**config.mk**
```make
export PLATFORM = sky130hd
export DESIGN_NAME = analog_enable_and_mode_regs
export DESIGN_NICKNAME = d
export VERILOG_FILES = /design/src/analog_enable_and_mode_regs.v /design/src/pulse_stretcher.v
export VERILOG_INCLUDE_DIRS = /design/src
export SDC_FILE = /design/constraint.sdc
export NUM_CORES = 1
export LEC_CHECK = 0
export BUFFER_PORTS_ARGS = -buffer_cell sky130_fd_sc_hd__buf_2
export CELL_PAD_IN_SITES_DETAIL_PLACEMENT = 1
export CELL_PAD_IN_SITES_GLOBAL_PLACEMENT = 1
export CORE_MARGIN = 5
export CORE_UTILIZATION = 31
export CTS_CLUSTER_DIAMETER = 60
export DETAILED_ROUTE_END_ITERATION = 8
export HOLD_SLACK_MARGIN = 0.08
export PLACE_DENSITY_LB_ADDON = 0.25
export SYNTH_ARGS = -nofsm -noshare
export SYNTH_HDL_FRONTEND = slang
export SYNTH_SLANG_ARGS = --single-unit
```
**constraint.sdc**
```tcl
create_clock -name clk_i -period 2.5 [get_ports clk_i]
set_input_delay 0.75 -clock clk_i [delete_from_list [all_inputs] [get_ports clk_i]]
set_output_delay 0.75 -clock clk_i [all_outputs]
set_load 0.1 [all_outputs]
```
**src/analog_mode_consts.vh**
```
/*
 * Offsets, field positions, reset values and timing counts for the analog
 * enable and role select register bank.
 * Assumes a 250 MHz system clock and a 32-bit classic Wishbone register bus.
 */
`ifndef ANALOG_MODE_CONSTS_VH
`define ANALOG_MODE_CONSTS_VH

// Register byte offsets, one aligned word each.
`define ABE_OFFSET          8'h00
`define ROLE_OFFSET         8'h04

// Analog block enable register fields.
`define ABE_RESET           8'h00
`define ABE_DIG_CONNECT     7
`define ABE_DSEL_HI         6
`define ABE_DSEL_LO         4
`define ABE_LOCKOUT_SEL     3
`define ABE_VAMP_DIS        2
`define ABE_CAMP_DIS        1
`define ABE_ANA_CONNECT     0

// Role select register fields; all other bits are unimplemented.
`define ROLE_RESET          8'h00
`define ROLE_FIELD_HI       7
`define ROLE_FIELD_LO       6
`define ROLE_SEMI_OPT       3
`define ROLE_WRITE_MASK     8'hC8

// Role field codes.
`define ROLE_STANDALONE     2'h0
`define ROLE_MASTER         2'h1
`define ROLE_SLAVE          2'h2
`define ROLE_SEMI_MASTER    2'h3

// Digital test select codes.
`define DSEL_DESAT          3'h0
`define DSEL_PWM_MONO       3'h1
`define DSEL_PWM_OSC        3'h2
`define DSEL_TIMER_MATCH    3'h3
`define DSEL_OVERVOLT       3'h4
`define DSEL_SW_FREQ        3'h5
`define DSEL_SEC_PULSE      3'h6
`define DSEL_UNUSED         3'h7

// Timing: clock period and secondary drive pulse width.
`define CLK_PERIOD_PS       4000
`define SEC_PULSE_NS        200
`define SEC_PULSE_CYCLES    ((`SEC_PULSE_NS * 1000 + `CLK_PERIOD_PS - 1) / `CLK_PERIOD_PS)

`endif

```
**src/analog_enable_and_mode_regs.v**
```verilog
/*
 * Analog block enable and role select registers of a power-converter
 * controller, with the routing they steer: error amplifier control, gate
 * drive lockout level, test output pin mux and master/slave pin routing.
 * Assumes a classic Wishbone master, one 250 MHz clock, synchronous
 * active-high reset and all inputs synchronous to the clock.
 */
// The Wishbone slave port and the address map were chosen for this implementation.
`default_nettype none
`include "analog_mode_consts.vh"

module analog_enable_and_mode_regs #(
    parameter ADDR_W     = 8,
    parameter PULSE_CNTW = 8
) (
    // Clock and reset
    input  wire                 clk_i,
    input  wire                 rst_i,
    // Wishbone slave
    input  wire                 wb_cyc_i,
    input  wire                 wb_stb_i,
    input  wire                 wb_we_i,
    input  wire [ADDR_W-1:0]    wb_adr_i,
    input  wire [3:0]           wb_sel_i,
    input  wire [31:0]          wb_dat_i,
    output reg  [31:0]          wb_dat_o,
    output reg                  wb_ack_o,
    // Internal digital test sources
    input  wire                 desaturation_comparator_out_i,
    input  wire                 pwm_after_mono_i,
    input  wire                 pwm_osc_i,
    input  wire                 timer_period_match_i,
    input  wire                 overvoltage_comparator_out_i,
    input  wire                 internal_switching_clock_i,
    input  wire                 secondary_drive_on_i,
    // General-purpose port values for the shared pins
    input  wire                 gp_ref_out_i,
    input  wire                 gp_sync_out_i,
    input  wire                 gp_sync_oe_n_i,
    // Analog control
    output reg                  driver_lockout_level_select_o,
    output reg                  current_amp_disable_o,
    output reg                  voltage_amp_disable_o,
    output reg                  current_amp_in_loop_o,
    output reg                  voltage_amp_in_loop_o,
    output reg                  amp_outputs_pull_low_o,
    output reg                  ov_protect_enable_o,
    output reg                  secondary_drive_pulse_o,
    // Test output pin
    output reg                  test_output_pin_o,
    output reg                  test_output_pin_oe_n_o,
    output reg                  test_pin_analog_connect_o,
    output reg                  analog_to_converter_o,
    // Reference output pin
    output reg                  reference_output_pin_o,
    output reg                  reference_pin_analog_connect_o,
    // Sync pin
    input  wire                 sync_pin_i,
    output reg                  sync_pin_o,
    output reg                  sync_pin_oe_n_o,
    output reg                  switching_clock_o
);

    reg  [7:0] analog_block_enable;
    reg  [7:0] role_select;
    reg        next_test_value;
    reg        next_ref_analog;
    reg        next_ref_value;
    reg        next_sync_value;
    reg        next_sync_oe_n;
    reg        next_switching_clock;
    wire       secondary_pulse;
    wire       bus_req;
    wire       wr_lane0;
    wire       wr_abe;
    wire       wr_role;
    reg  [7:0] read_byte;

    wire       digital_test_connect = analog_block_enable[`ABE_DIG_CONNECT];
    wire [2:0] digital_test_select  = analog_block_enable[`ABE_DSEL_HI:`ABE_DSEL_LO];
    wire       analog_test_connect  = analog_block_enable[`ABE_ANA_CONNECT];
    wire       current_amp_disable  = analog_block_enable[`ABE_CAMP_DIS];
    wire       voltage_amp_disable  = analog_block_enable[`ABE_VAMP_DIS];
    wire [1:0] role_field           = role_select[`ROLE_FIELD_HI:`ROLE_FIELD_LO];
    wire       semi_master_option   = role_select[`ROLE_SEMI_OPT];

    // The one-shot also feeds secondary_drive_pulse_o, not only the mux.
    pulse_stretcher #(
        .WIDTH (`SEC_PULSE_CYCLES),
        .CNT_W (PULSE_CNTW)
    ) u_secondary_pulse (
        .clk_i     (clk_i),
        .rst_i     (rst_i),
        .trigger_i (secondary_drive_on_i),
        .pulse_o   (secondary_pulse)
    );

    // Register access. Ack comes one cycle after the request and drops the
    // cycle after, so back-to-back strobes see a one-cycle gap.
    assign bus_req  = wb_cyc_i && wb_stb_i && !wb_ack_o;
    assign wr_lane0 = bus_req && wb_we_i && wb_sel_i[0];
    assign wr_abe   = wr_lane0 && (wb_adr_i == `ABE_OFFSET);
    assign wr_role  = wr_lane0 && (wb_adr_i == `ROLE_OFFSET);

    // Unmapped offsets read as zero so software can probe the map safely.
    always @*
    begin
        case (wb_adr_i)
            `ABE_OFFSET:  read_byte = analog_block_enable;
            `ROLE_OFFSET: read_byte = role_select;
            default:      read_byte = 8'h00;
        endcase
    end

    always @(posedge clk_i)
    begin
        if (rst_i)
        begin
            analog_block_enable <= `ABE_RESET;
            role_select         <= `ROLE_RESET;
            wb_ack_o            <= 1'b0;
            wb_dat_o            <= 32'h00000000;
        end
        else
        begin
            wb_ack_o <= bus_req;
            if (bus_req && !wb_we_i)
            begin
                wb_dat_o <= {24'h000000, read_byte};
            end
            if (wr_abe)
            begin
                analog_block_enable <= wb_dat_i[7:0];
            end
            if (wr_role)
            begin
                role_select <= wb_dat_i[7:0] & `ROLE_WRITE_MASK;
            end
        end
    end

    // Switching clock source: the sync pin in the slave role, else the internal clock.
    always @*
    begin
        if (role_field == `ROLE_SLAVE)
        begin
            next_switching_clock = sync_pin_i;
        end
        else
        begin
            next_switching_clock = internal_switching_clock_i;
        end
    end

    // Digital test mux. The unused code gives a quiet low level.
    always @*
    begin
        case (digital_test_select)
            `DSEL_DESAT:       next_test_value = desaturation_comparator_out_i;
            `DSEL_PWM_MONO:    next_test_value = pwm_after_mono_i;
            `DSEL_PWM_OSC:     next_test_value = pwm_osc_i;
            `DSEL_TIMER_MATCH: next_test_value = timer_period_match_i;
            `DSEL_OVERVOLT:    next_test_value = overvoltage_comparator_out_i;
            `DSEL_SW_FREQ:     next_test_value = next_switching_clock;
            `DSEL_SEC_PULSE:   next_test_value = secondary_pulse;
            default:           next_test_value = 1'b0;
        endcase
    end

    // Pin routing by role. In slave mode the sync pin is an input, so it is
    // released; outside any role use the pins fall back to their port values.
    always @*
    begin
        next_ref_analog = 1'b0;
        next_ref_value  = gp_ref_out_i;
        next_sync_value = gp_sync_out_i;
        next_sync_oe_n  = gp_sync_oe_n_i;
        case (role_field)
            `ROLE_STANDALONE:
            begin
                next_ref_analog = 1'b0;
            end
            `ROLE_MASTER:
            begin
                next_ref_analog = 1'b1;
                next_sync_value = internal_switching_clock_i;
                next_sync_oe_n  = 1'b0;
            end
            `ROLE_SLAVE:
            begin
                next_sync_oe_n = 1'b1;
            end
            `ROLE_SEMI_MASTER:
            begin
                if (semi_master_option)
                begin
                    next_sync_value = internal_switching_clock_i;
                    next_sync_oe_n  = 1'b0;
                end
                else
                begin
                    next_ref_analog = 1'b1;
                end
            end
            default:
            begin
                next_ref_analog = 1'b0;
            end
        endcase
    end

    // All outputs are registered, so they follow a register write by one cycle.
    always @(posedge clk_i)
    begin
        if (rst_i)
        begin
            driver_lockout_level_select_o  <= 1'b0;
            current_amp_disable_o          <= 1'b0;
            voltage_amp_disable_o          <= 1'b0;
            current_amp_in_loop_o          <= 1'b1;
            voltage_amp_in_loop_o          <= 1'b1;
            amp_outputs_pull_low_o         <= 1'b0;
            ov_protect_enable_o            <= 1'b0;
            secondary_drive_pulse_o        <= 1'b0;
        end
        else
        begin
            // Low selects the 2.7V lockout, high the 5.4V lockout.
            driver_lockout_level_select_o <= analog_block_enable[`ABE_LOCKOUT_SEL];
            current_amp_disable_o <= current_amp_disable;
            voltage_amp_disable_o <= voltage_amp_disable;
            // A disabled amp only tracks the other one; with both off, no demand.
            current_amp_in_loop_o  <= !current_amp_disable;
            voltage_amp_in_loop_o  <= !voltage_amp_disable;
            amp_outputs_pull_low_o <= current_amp_disable && voltage_amp_disable;
            ov_protect_enable_o    <= voltage_amp_disable;
            secondary_drive_pulse_o <= secondary_pulse;
        end
    end

    // Test output pin. Reset leaves it released and analog on the converter.
    always @(posedge clk_i)
    begin
        if (rst_i)
        begin
            test_output_pin_o              <= 1'b0;
            test_output_pin_oe_n_o         <= 1'b1;
            test_pin_analog_connect_o      <= 1'b0;
            analog_to_converter_o          <= 1'b1;
        end
        else
        begin
            // Digital connection wins; the analog buffer then stays off the pin.
            test_output_pin_o         <= digital_test_connect && next_test_value;
            test_output_pin_oe_n_o    <= !digital_test_connect;
            test_pin_analog_connect_o <= analog_test_connect && !digital_test_connect;
            analog_to_converter_o     <= !analog_test_connect;
        end
    end

    // Shared reference and sync pins. Reset releases the sync pin, so a
    // partner already driving it never fights the device during start-up.
    always @(posedge clk_i)
    begin
        if (rst_i)
        begin
            reference_output_pin_o         <= 1'b0;
            reference_pin_analog_connect_o <= 1'b0;
            sync_pin_o                     <= 1'b0;
            sync_pin_oe_n_o                <= 1'b1;
            switching_clock_o              <= 1'b0;
        end
        else
        begin
            reference_output_pin_o         <= next_ref_analog ? 1'b0 : next_ref_value;
            reference_pin_analog_connect_o <= next_ref_analog;
            sync_pin_o        <= next_sync_value;
            sync_pin_oe_n_o   <= next_sync_oe_n;
            switching_clock_o <= next_switching_clock;
        end
    end

endmodule // analog_enable_and_mode_regs

`default_nettype wire

```
**src/pulse_stretcher.v**
```verilog
/*
 * Fixed-width one-shot: a rising edge on the trigger starts a pulse of
 * WIDTH clock cycles. Retriggering during the pulse restarts the width.
 * Assumes the trigger is synchronous to clk_i.
 */
`default_nettype none

module pulse_stretcher #(
    parameter WIDTH = 50,
    parameter CNT_W = 8
) (
    // Clock and reset
    input  wire             clk_i,
    input  wire             rst_i,
    // Trigger and pulse
    input  wire             trigger_i,
    output reg              pulse_o
);

    reg             trigger_prev;
    reg [CNT_W-1:0] remaining;

    always @(posedge clk_i)
    begin
        if (rst_i)
        begin
            trigger_prev <= 1'b0;
            remaining    <= {CNT_W{1'b0}};
            pulse_o      <= 1'b0;
        end
        else
        begin
            trigger_prev <= trigger_i;
            if (trigger_i && !trigger_prev)
            begin
                remaining <= WIDTH[CNT_W-1:0] - 1'b1;
                pulse_o   <= 1'b1;
            end
            else if (remaining != {CNT_W{1'b0}})
            begin
                remaining <= remaining - 1'b1;
            end
            else
            begin
                pulse_o <= 1'b0;
            end
        end
    end

endmodule // pulse_stretcher

`default_nettype wire

```
==> results of run 1 <==
[critical path, cell delays in order]
cell	delay (ps)
buf_2	90
or4_4	590
nor4b_4	350
buf_12	180
mux2i_1	180
nor2_1	50
[state kept, by name (all words and copies together), names as in the netlist, 3 cells and up]
signal                       cells
analog_block_enable              8
wb_dat_o                         8
u_secondary_pulse.remaining      8
role_select                      3
[metal layers]
metal	vias up	part of all wire, %	wire length (um)	GRT usage [%]
met5	-	0	0	0
met4	0	1.2	56	3.722
met3	5	6.7	307	4.007
met2	43	50	2286	19.70
met1	736	42	1917	14.04
li1	776	-	-	-
[worst paths after layout]
kind / endpoint / slack [ps] / cells after the start
hold reg to reg: wb_dat_o[3] / 450 / 2
setup reg to reg: u_secondary_pulse.remaining[1] / 700 / 5
setup / recovery: analog_block_enable[5] / 470 / 6
hold / removal: wb_dat_o[3] / 450 / 2
[stage by stage]
step,utilization (%),hold WS (ps),instances
floorplan,-,406.0,231
global placement,35.91,438.1,338
detailed placement,35.91,443.0,338
CTS,37.36,459.2,346
global route,37.36,481.0,346
finish,37.36,453.9,346
[layout by cell type (no fill, tap or decap), types with 2 or more instances in the layout]
| cell type | n |
|---|---|
| a31oi_1 | 2 |
| clkbuf_8 | 6 |
| nand3_1 | 5 |
| nand2_1 | 9 |
| mux2_2 | 3 |
| a21boi_0 | 2 |
| nor4_1 | 2 |
| buf_2 | 58 |
| nor2_1 | 27 |
| ha_1 | 2 |
| a21oi_1 | 10 |
| nand2b_1 | 8 |
| conb_1 | 24 |
| mux2i_1 | 12 |
| dfxtp_1 | 46 |
| nor3_1 | 4 |
| nor2b_1 | 7 |
| a2111oi_0 | 3 |
| xnor2_1 | 3 |
| nor3b_1 | 2 |
| inv_1 | 6 |
| o2bb2ai_1 | 4 |
| nand3b_1 | 7 |
| o21ai_0 | 5 |
[power breakdown]
part	leakage, uW	internal [uW]	total [uW]	switching, uW
combinational	0.000628	124	466	342
sequential	0.000374	771	806	34.5
clock	0.0000482	223	463	240
total	0.00105	1120	1730	616
[area by class of cell]
type / count / area share, %
sequential: 46 / 39.05
multi-input combinational: 149 / 38.57
timing repair buffer: 60 / 13.47
tap: 77 / 4.085
clock buffer: 7 / 3.660
inverter: 6 / 0.9549
clock inverter: 1 / 0.2122
[cells by family (layout without fill, tap and decap cells)]
group	count (synthesis)	in the layout
AND/OR/NAND/NOR	77	77
multiplexers	15	15
flip-flops	46	46
AO/OA/AOI/OAI	28	28
XOR/XNOR	3	3
buffers and inverters	36	74
other	1	24
adder cells (fa/ha/maj)	2	2
==> metrics.md, run 1 <==
| Metric | Value |
|---|---|
| Status | complete, no violations |
| Yosys warning total | 0 |
| Setup crit start | wb_adr_i[1] |
| Area share of fa/ha/maj cells after synthesis | 1.258% |
| Asr flop ratio synth | 0% |
| Power, Total | 1735 uW |
| Worst VDD drop | 0.0002553 V |
| Initial antenna violation count | 0 |
| Max-cap violations | 0 |
| 1st-pass router iterations | 4 |
| Pleak | 0.001051 uW |
| Largest net degree at the start of global routing | 28 |
| Hold Crit Class | flip-flop to flip-flop |
| Tcrit/Tclk final | 81.36% |
| Yosys top cell area share | 46.29% |
| Fin nets | 330 |
| Synth top area cells | dfxtp_1 (46%), buf_4 (9.4%), mux2i_1 (6.0%) |
| Post_cts resized | 0 |
| CTS tree | built |
| Starting Density | 31.51% |
| Setup CP Type | input port to flip-flop |
| Main combinational cell family by area after synthesis | simple AND/OR/NAND/NOR gates |
| Seq/Total Area, Yosys | 46.29% |
| Multi-input gate area | 909.6 sq um |
| Clock slew at reported path FFs | 80 ps |
| Yosys reg bits | 46 |
| Max Clock Freq | 0.4917 GHz |
| Worst clock skew | 3.462 ps |
| Area Overhead vs Synth | 18.55% |
| Post-synth EDFFs | 0 |
| Sequential Area | 920.9 sq um |
| Die height | 90.11 um |
| CP Max Fanout | 12 |
| Placed wire-length estimate | 3.614 mm |
| Die width | 90.11 um |
| Vias | 1560 |
| First-pass GRT wire length | 7.790 mm |
| Core footprint | 0.006314 sq mm |
| CP required | 2670 ps |
| Antenna Nets Post-Route | 0 |
| Compound-Gate Fraction of Synth Area | 9.308% |
| Clk_lat worst skew | 290 ps |
| Num CTS Buffers | 5 |
| Syn_area_per_cell | 9.564 sq um |
| Origin of the critical flop-to-flop path | u_secondary_pulse.remaining[0] |
| Setup bufs post-CTS | 0 |
| Global Route Usage Sum | 11.74% |
| Share of layout cells above drive strength 1 | 27.88% |
| Worst Path Arrival | 2200 ps |
| CP Capture Type | flip-flop |
| Number of global-route vias before repair | 1591 |
| PortBufs | 58 |
| Root buf cell | clkbuf_8 |
| Most frequent cell after synthesis | dfxtp_1 |
| Grt total ovfl | 0 |
| Commonest cells post-synth | dfxtp_1 (46), nor2_1 (27), buf_4 (25) |
| CTS max path bufs | 2 |
| Routed vias/inst | 4.509 |
| Area after DPL | 0.002267 sq mm |
| Hold_sp | wb_dat_o[3] |
| Placer Congestion | 0.7158 |
| Final hold violations | 0 |
| # IOs | 110 |
| Final setup TNS | 0 ps |
| Slew Viols, Final | 0 |
| Synth area leader | dfxtp_1 |
| Setup-failing EPs final | 0 |
| Drt drc | 0 |
| Die area | 0.008120 sq mm |
| Post-synth top flop | dfxtp_1 |
| Mux contribution to synthesized area | 7.736% |
| PD cells | 735.5 mW/mm^2 |
| Setup ws final | 466.0 ps |
| Final wirelength | 4.568 mm |
| RSZ-0062 raised after global routing | false |
| Startpoint Class | input port |
| Synth Cell Area | 0.001989 sq mm |
| Post-layout instance area | 0.002359 sq mm |
| Simple-gate area share of the yosys netlist | 21.57% |
| Post-CTS Hold Buffers | 0 |
| # diodes | 0 |
| Distinct cells, synth | 34 |
| Pre-CTS WS | 138.3 ps |
| Min cycle time layout | 2034 ps |
| Post-synthesis xor/xnor area fraction | 1.321% |
| DR WL/cell | 13.20 um |
| Iter 0 DRT Violations | 15 |
| Number of fill cells | 774 |
| Post-Syn Instances | 208 |
| Rows | 29 |
| H-tree Lvls | 2 |
| Clock Sinks | 46 |
(Power assumes the default switching activity.)
==> run 2, diff against run 1 <==
--- a/config.mk
+++ b/config.mk
@@ -6,11 +6,12 @@
 export SDC_FILE = /design/constraint.sdc
 export NUM_CORES = 1
 export LEC_CHECK = 0
+export ABC_AREA = 1
 export BUFFER_PORTS_ARGS = -buffer_cell sky130_fd_sc_hd__buf_2
 export CELL_PAD_IN_SITES_DETAIL_PLACEMENT = 1
 export CELL_PAD_IN_SITES_GLOBAL_PLACEMENT = 1
 export CORE_MARGIN = 5
-export CORE_UTILIZATION = 31
+export CORE_UTILIZATION = 30
 export CTS_CLUSTER_DIAMETER = 60
 export DETAILED_ROUTE_END_ITERATION = 8
 export HOLD_SLACK_MARGIN = 0.08
==> constraint.sdc (replaced) <==
create_clock -name clk_i -period 2.1 [get_ports clk_i]
set_input_delay 0.63 -clock clk_i [delete_from_list [all_inputs] [get_ports clk_i]]
set_output_delay 0.63 -clock clk_i [all_outputs]
set_load 0.1 [all_outputs]
==> metrics.md, run 2 <==
| Metric | Value |
|---|---|
| Yosys top cell area share | 45.86% (-0.43 points) |
| Hold Crit Class | flip-flop to flip-flop |
| # diodes | 0 (unchanged) |
| Slew Viols, Final | 0 (unchanged) |
| Worst clock skew | 7.886 ps (+4.424 ps) |
| 1st-pass router iterations | 4 (unchanged) |
| CP Capture Type | output port |
| Setup bufs post-CTS | 0 (unchanged) |
| Setup CP Type | flip-flop to output port |
| Clock slew at reported path FFs | 90 ps (about the same) |
| Most frequent cells in the layout | buf_2 (58), nand2_1 (53), dfxtp_1 (46) |
| Commonest cells post-synth | nand2_1 (53), dfxtp_1 (46), nand3_1 (30) |
| Biggest regs | analog_block_enable (8), u_secondary_pulse.remaining (8), wb_dat_o (8) |
| Share of layout cells above drive strength 1 | 24.85% (-3.0 points) |
| Fin nets | 391 (+18%) |
| Pleak | 0.001103 uW (+4.9%) |
| Die width | 91.82 um (+1.9%) |
| Routed vias/inst | 4.356 (-3.4%) |
| Yosys warning total | 0 (unchanged) |
| Crit-path max cell delay | 440 ps (-150 ps) |
| First-pass GRT wire length | 8.273 mm (+6.2%) |
| Grt total ovfl | 0 (unchanged) |
| Largest net degree at the start of global routing | 21 (-25%) |
| Setup ws final | 377.3 ps (-88.71 ps) |
| Root buf cell | clkbuf_8 |
| Iter 0 DRT Violations | 59 (+44) |
| Area share of fa/ha/maj cells after synthesis | 1.246% (-0.012 points) |
| Max Clock Freq | 0.5805 GHz |
| CP Max Fanout | 2 (-10) |
| Placed wire-length estimate | 3.854 mm (+6.7%) |
| Syn_area_per_cell | 7.493 sq um (-22%) |
| Synth area leader | dfxtp_1 |
| Synth Cell Area | 0.002008 sq mm (+0.94%) |
| DR WL/cell | 12.08 um (-8.5%) |
| Commonest non-fill, non-tap cell in the layout | buf_2 |
| Distinct cells, synth | 23 (-32%) |
| Antenna Nets Post-Route | 0 (unchanged) |
| Setup-failing EPs final | 0 (unchanged) |
| WP buf/inv | 1 (-1) |
| Most used routing layer | met2 |
| Max-cap violations | 0 (unchanged) |
| Global Route Usage Sum | 12.14% (+0.41 points) |
| Most frequent cell after synthesis | nand2_1 |
| GRT met1 Usage | 13.82% (-0.22 points) |
| Crit-path cells | buf_2 |
| Hold_ws | 442.6 ps (-11.33 ps) |
| Number of global-route vias before repair | 1838 (+16%) |
| Status | complete, no violations |
| Placer Congestion | 0.7455 (+4.1%) |
| Asr flop ratio synth | 0% (unchanged) |
| Worst VDD drop | 0.0003232 V (+27%) |
| PD cells | 840.7 mW/mm^2 (+14%) |
| PortBufs | 58 (unchanged) |
| Simple-gate area share of the yosys netlist | 26.11% (+4.5 points) |
| CTS max path bufs | 2 (unchanged) |
| Post-CTS Hold Buffers | 0 (unchanged) |
| Seq/Total Area, Yosys | 45.86% (-0.43 points) |
| Final hold violations | 0 (unchanged) |
| H-tree Lvls | 2 (unchanged) |
| CTS tree | built |
| Power, Total | 2003 uW (+15%) |
| Main combinational cell family by area after synthesis | simple AND/OR/NAND/NOR gates |
| Drt drc | 0 (unchanged) |
| Post-Syn Instances | 268 (+29%) |
| Post_cts resized | 0 (unchanged) |
| Yosys reg bits | 46 (unchanged) |
| Tcrit/Tclk final | 82.03% |
| Clock Sinks | 46 (unchanged) |
| Met2 Use GR | 20.75% (+1.1 points) |
| Post-synth EDFFs | 0 (unchanged) |
| Rows | 29 (unchanged) |
| Final Util | 37.09% (-0.26 points) |
| Mux contribution to synthesized area | 0% (-7.7 points) |
| # IOs | 110 (unchanged) |
| Worst Path Arrival | 1090 ps (-1110 ps) |
| Num CTS Buffers | 5 (unchanged) |
| Area Overhead vs Synth | 18.63% (about the same) |
| RSZ-0062 raised after global routing | false |
| Final wirelength | 4.916 mm (+7.6%) |
| Initial antenna violation count | 0 (unchanged) |
| CP required | 1470 ps (-1200 ps) |
| Core footprint | 0.006422 sq mm (+1.7%) |
| Final setup TNS | 0 ps (unchanged) |
| Post-synthesis xor/xnor area fraction | 0% (-1.3 points) |
| Synth top area cells | dfxtp_1 (46%), nand2_1 (9.9%), buf_4 (9.7%) |
| Vias | 1773 (+14%) |
| CP delay by family, top | buffers and inverters |
| Slowest CP cell | buf_2 |
| Startpoint Class | flip-flop |
| Clk_lat worst skew | 300 ps (about the same) |
| Die height | 91.82 um (+1.9%) |
| Die area | 0.008430 sq mm (+3.8%) |
| Min cycle time layout | 1723 ps |
| Starting Density | 31.27% (-0.24 points) |
| Post-synth top flop | dfxtp_1 |
| Met3 Use GR | 4.583% (+0.58 points) |
| Pre-CTS WS | 421.1 ps (+282.8 ps) |
| Compound-Gate Fraction of Synth Area | 9.283% (-0.025 points) |
-- run 2: cell count changes in the layout (fill, tap and decap cells not counted), sizes merged, moves of 8 or more --
| cell | change |
|---|---|
| nand2b | -8 |
| nand2 | +44 |
| inv | +27 |
| o21ai | +9 |
| nand3 | +26 |
| a21oi | +12 |
| mux2i | -12 |
-- run 2: path summary, 6_finish.rpt --
check,start,to,slack (ps),cells after the start
worst max-delay path,wb_dat_o[5],wb_dat_o[5],380,1
worst min-delay path,analog_block_enable[2],ov_protect_enable_o,440,2
worst max register to register,u_secondary_pulse.remaining[0],u_secondary_pulse.remaining[0],730,8
worst min register to register,analog_block_enable[2],ov_protect_enable_o,440,2
-- run 2: cell type report --
class | count | area [sq um]
Clock inverter | 2 | 12.51
Sequential cell | 46 | 920.9
Multi-Input combinational cell | 181 | 825.8
Timing Repair Buffer | 62 | 320.3
Tap cell | 77 | 96.34
Fill cell | 838 | 4040
Inverter | 33 | 123.9
Clock buffer | 6 | 82.58
-- run 2: logic make-up (layout without fill, tap and decap cells) --
kind of cell | count (synthesis) | in the layout
simple gates | 118 | 118
buf+inv | 64 | 103
flops | 46 | 46
compound gates | 37 | 37
fa+ha+maj | 2 | 2
other cells | 1 | 24
-- run 2: through the flow --
step / instance area (sq um) / cells
after floorplan: 2095 / 291
after global placement: 2287 / 399
after detailed placement: 2287 / 399
after CTS: 2382 / 407
after global routing: 2382 / 407
final: 2382 / 407
-- run 2: power by group --
| part | internal (uW) | switching, uW | total, uW |
|---|---|---|---|
| Sequential | 910 | 20.7 | 931 |
| Combinational | 99.7 | 398 | 498 |
| Clock | 265 | 309 | 574 |
-- run 2: routing by layer --
| metal | vias to the layer above | part of all wire [%] |
|---|---|---|
| met2 | 55 | 47 |
| met5 | - | 0 |
| met3 | 8 | 8.3 |
| li1 | 915 | - |
| met4 | 0 | 1.5 |
| met1 | 795 | 43 |
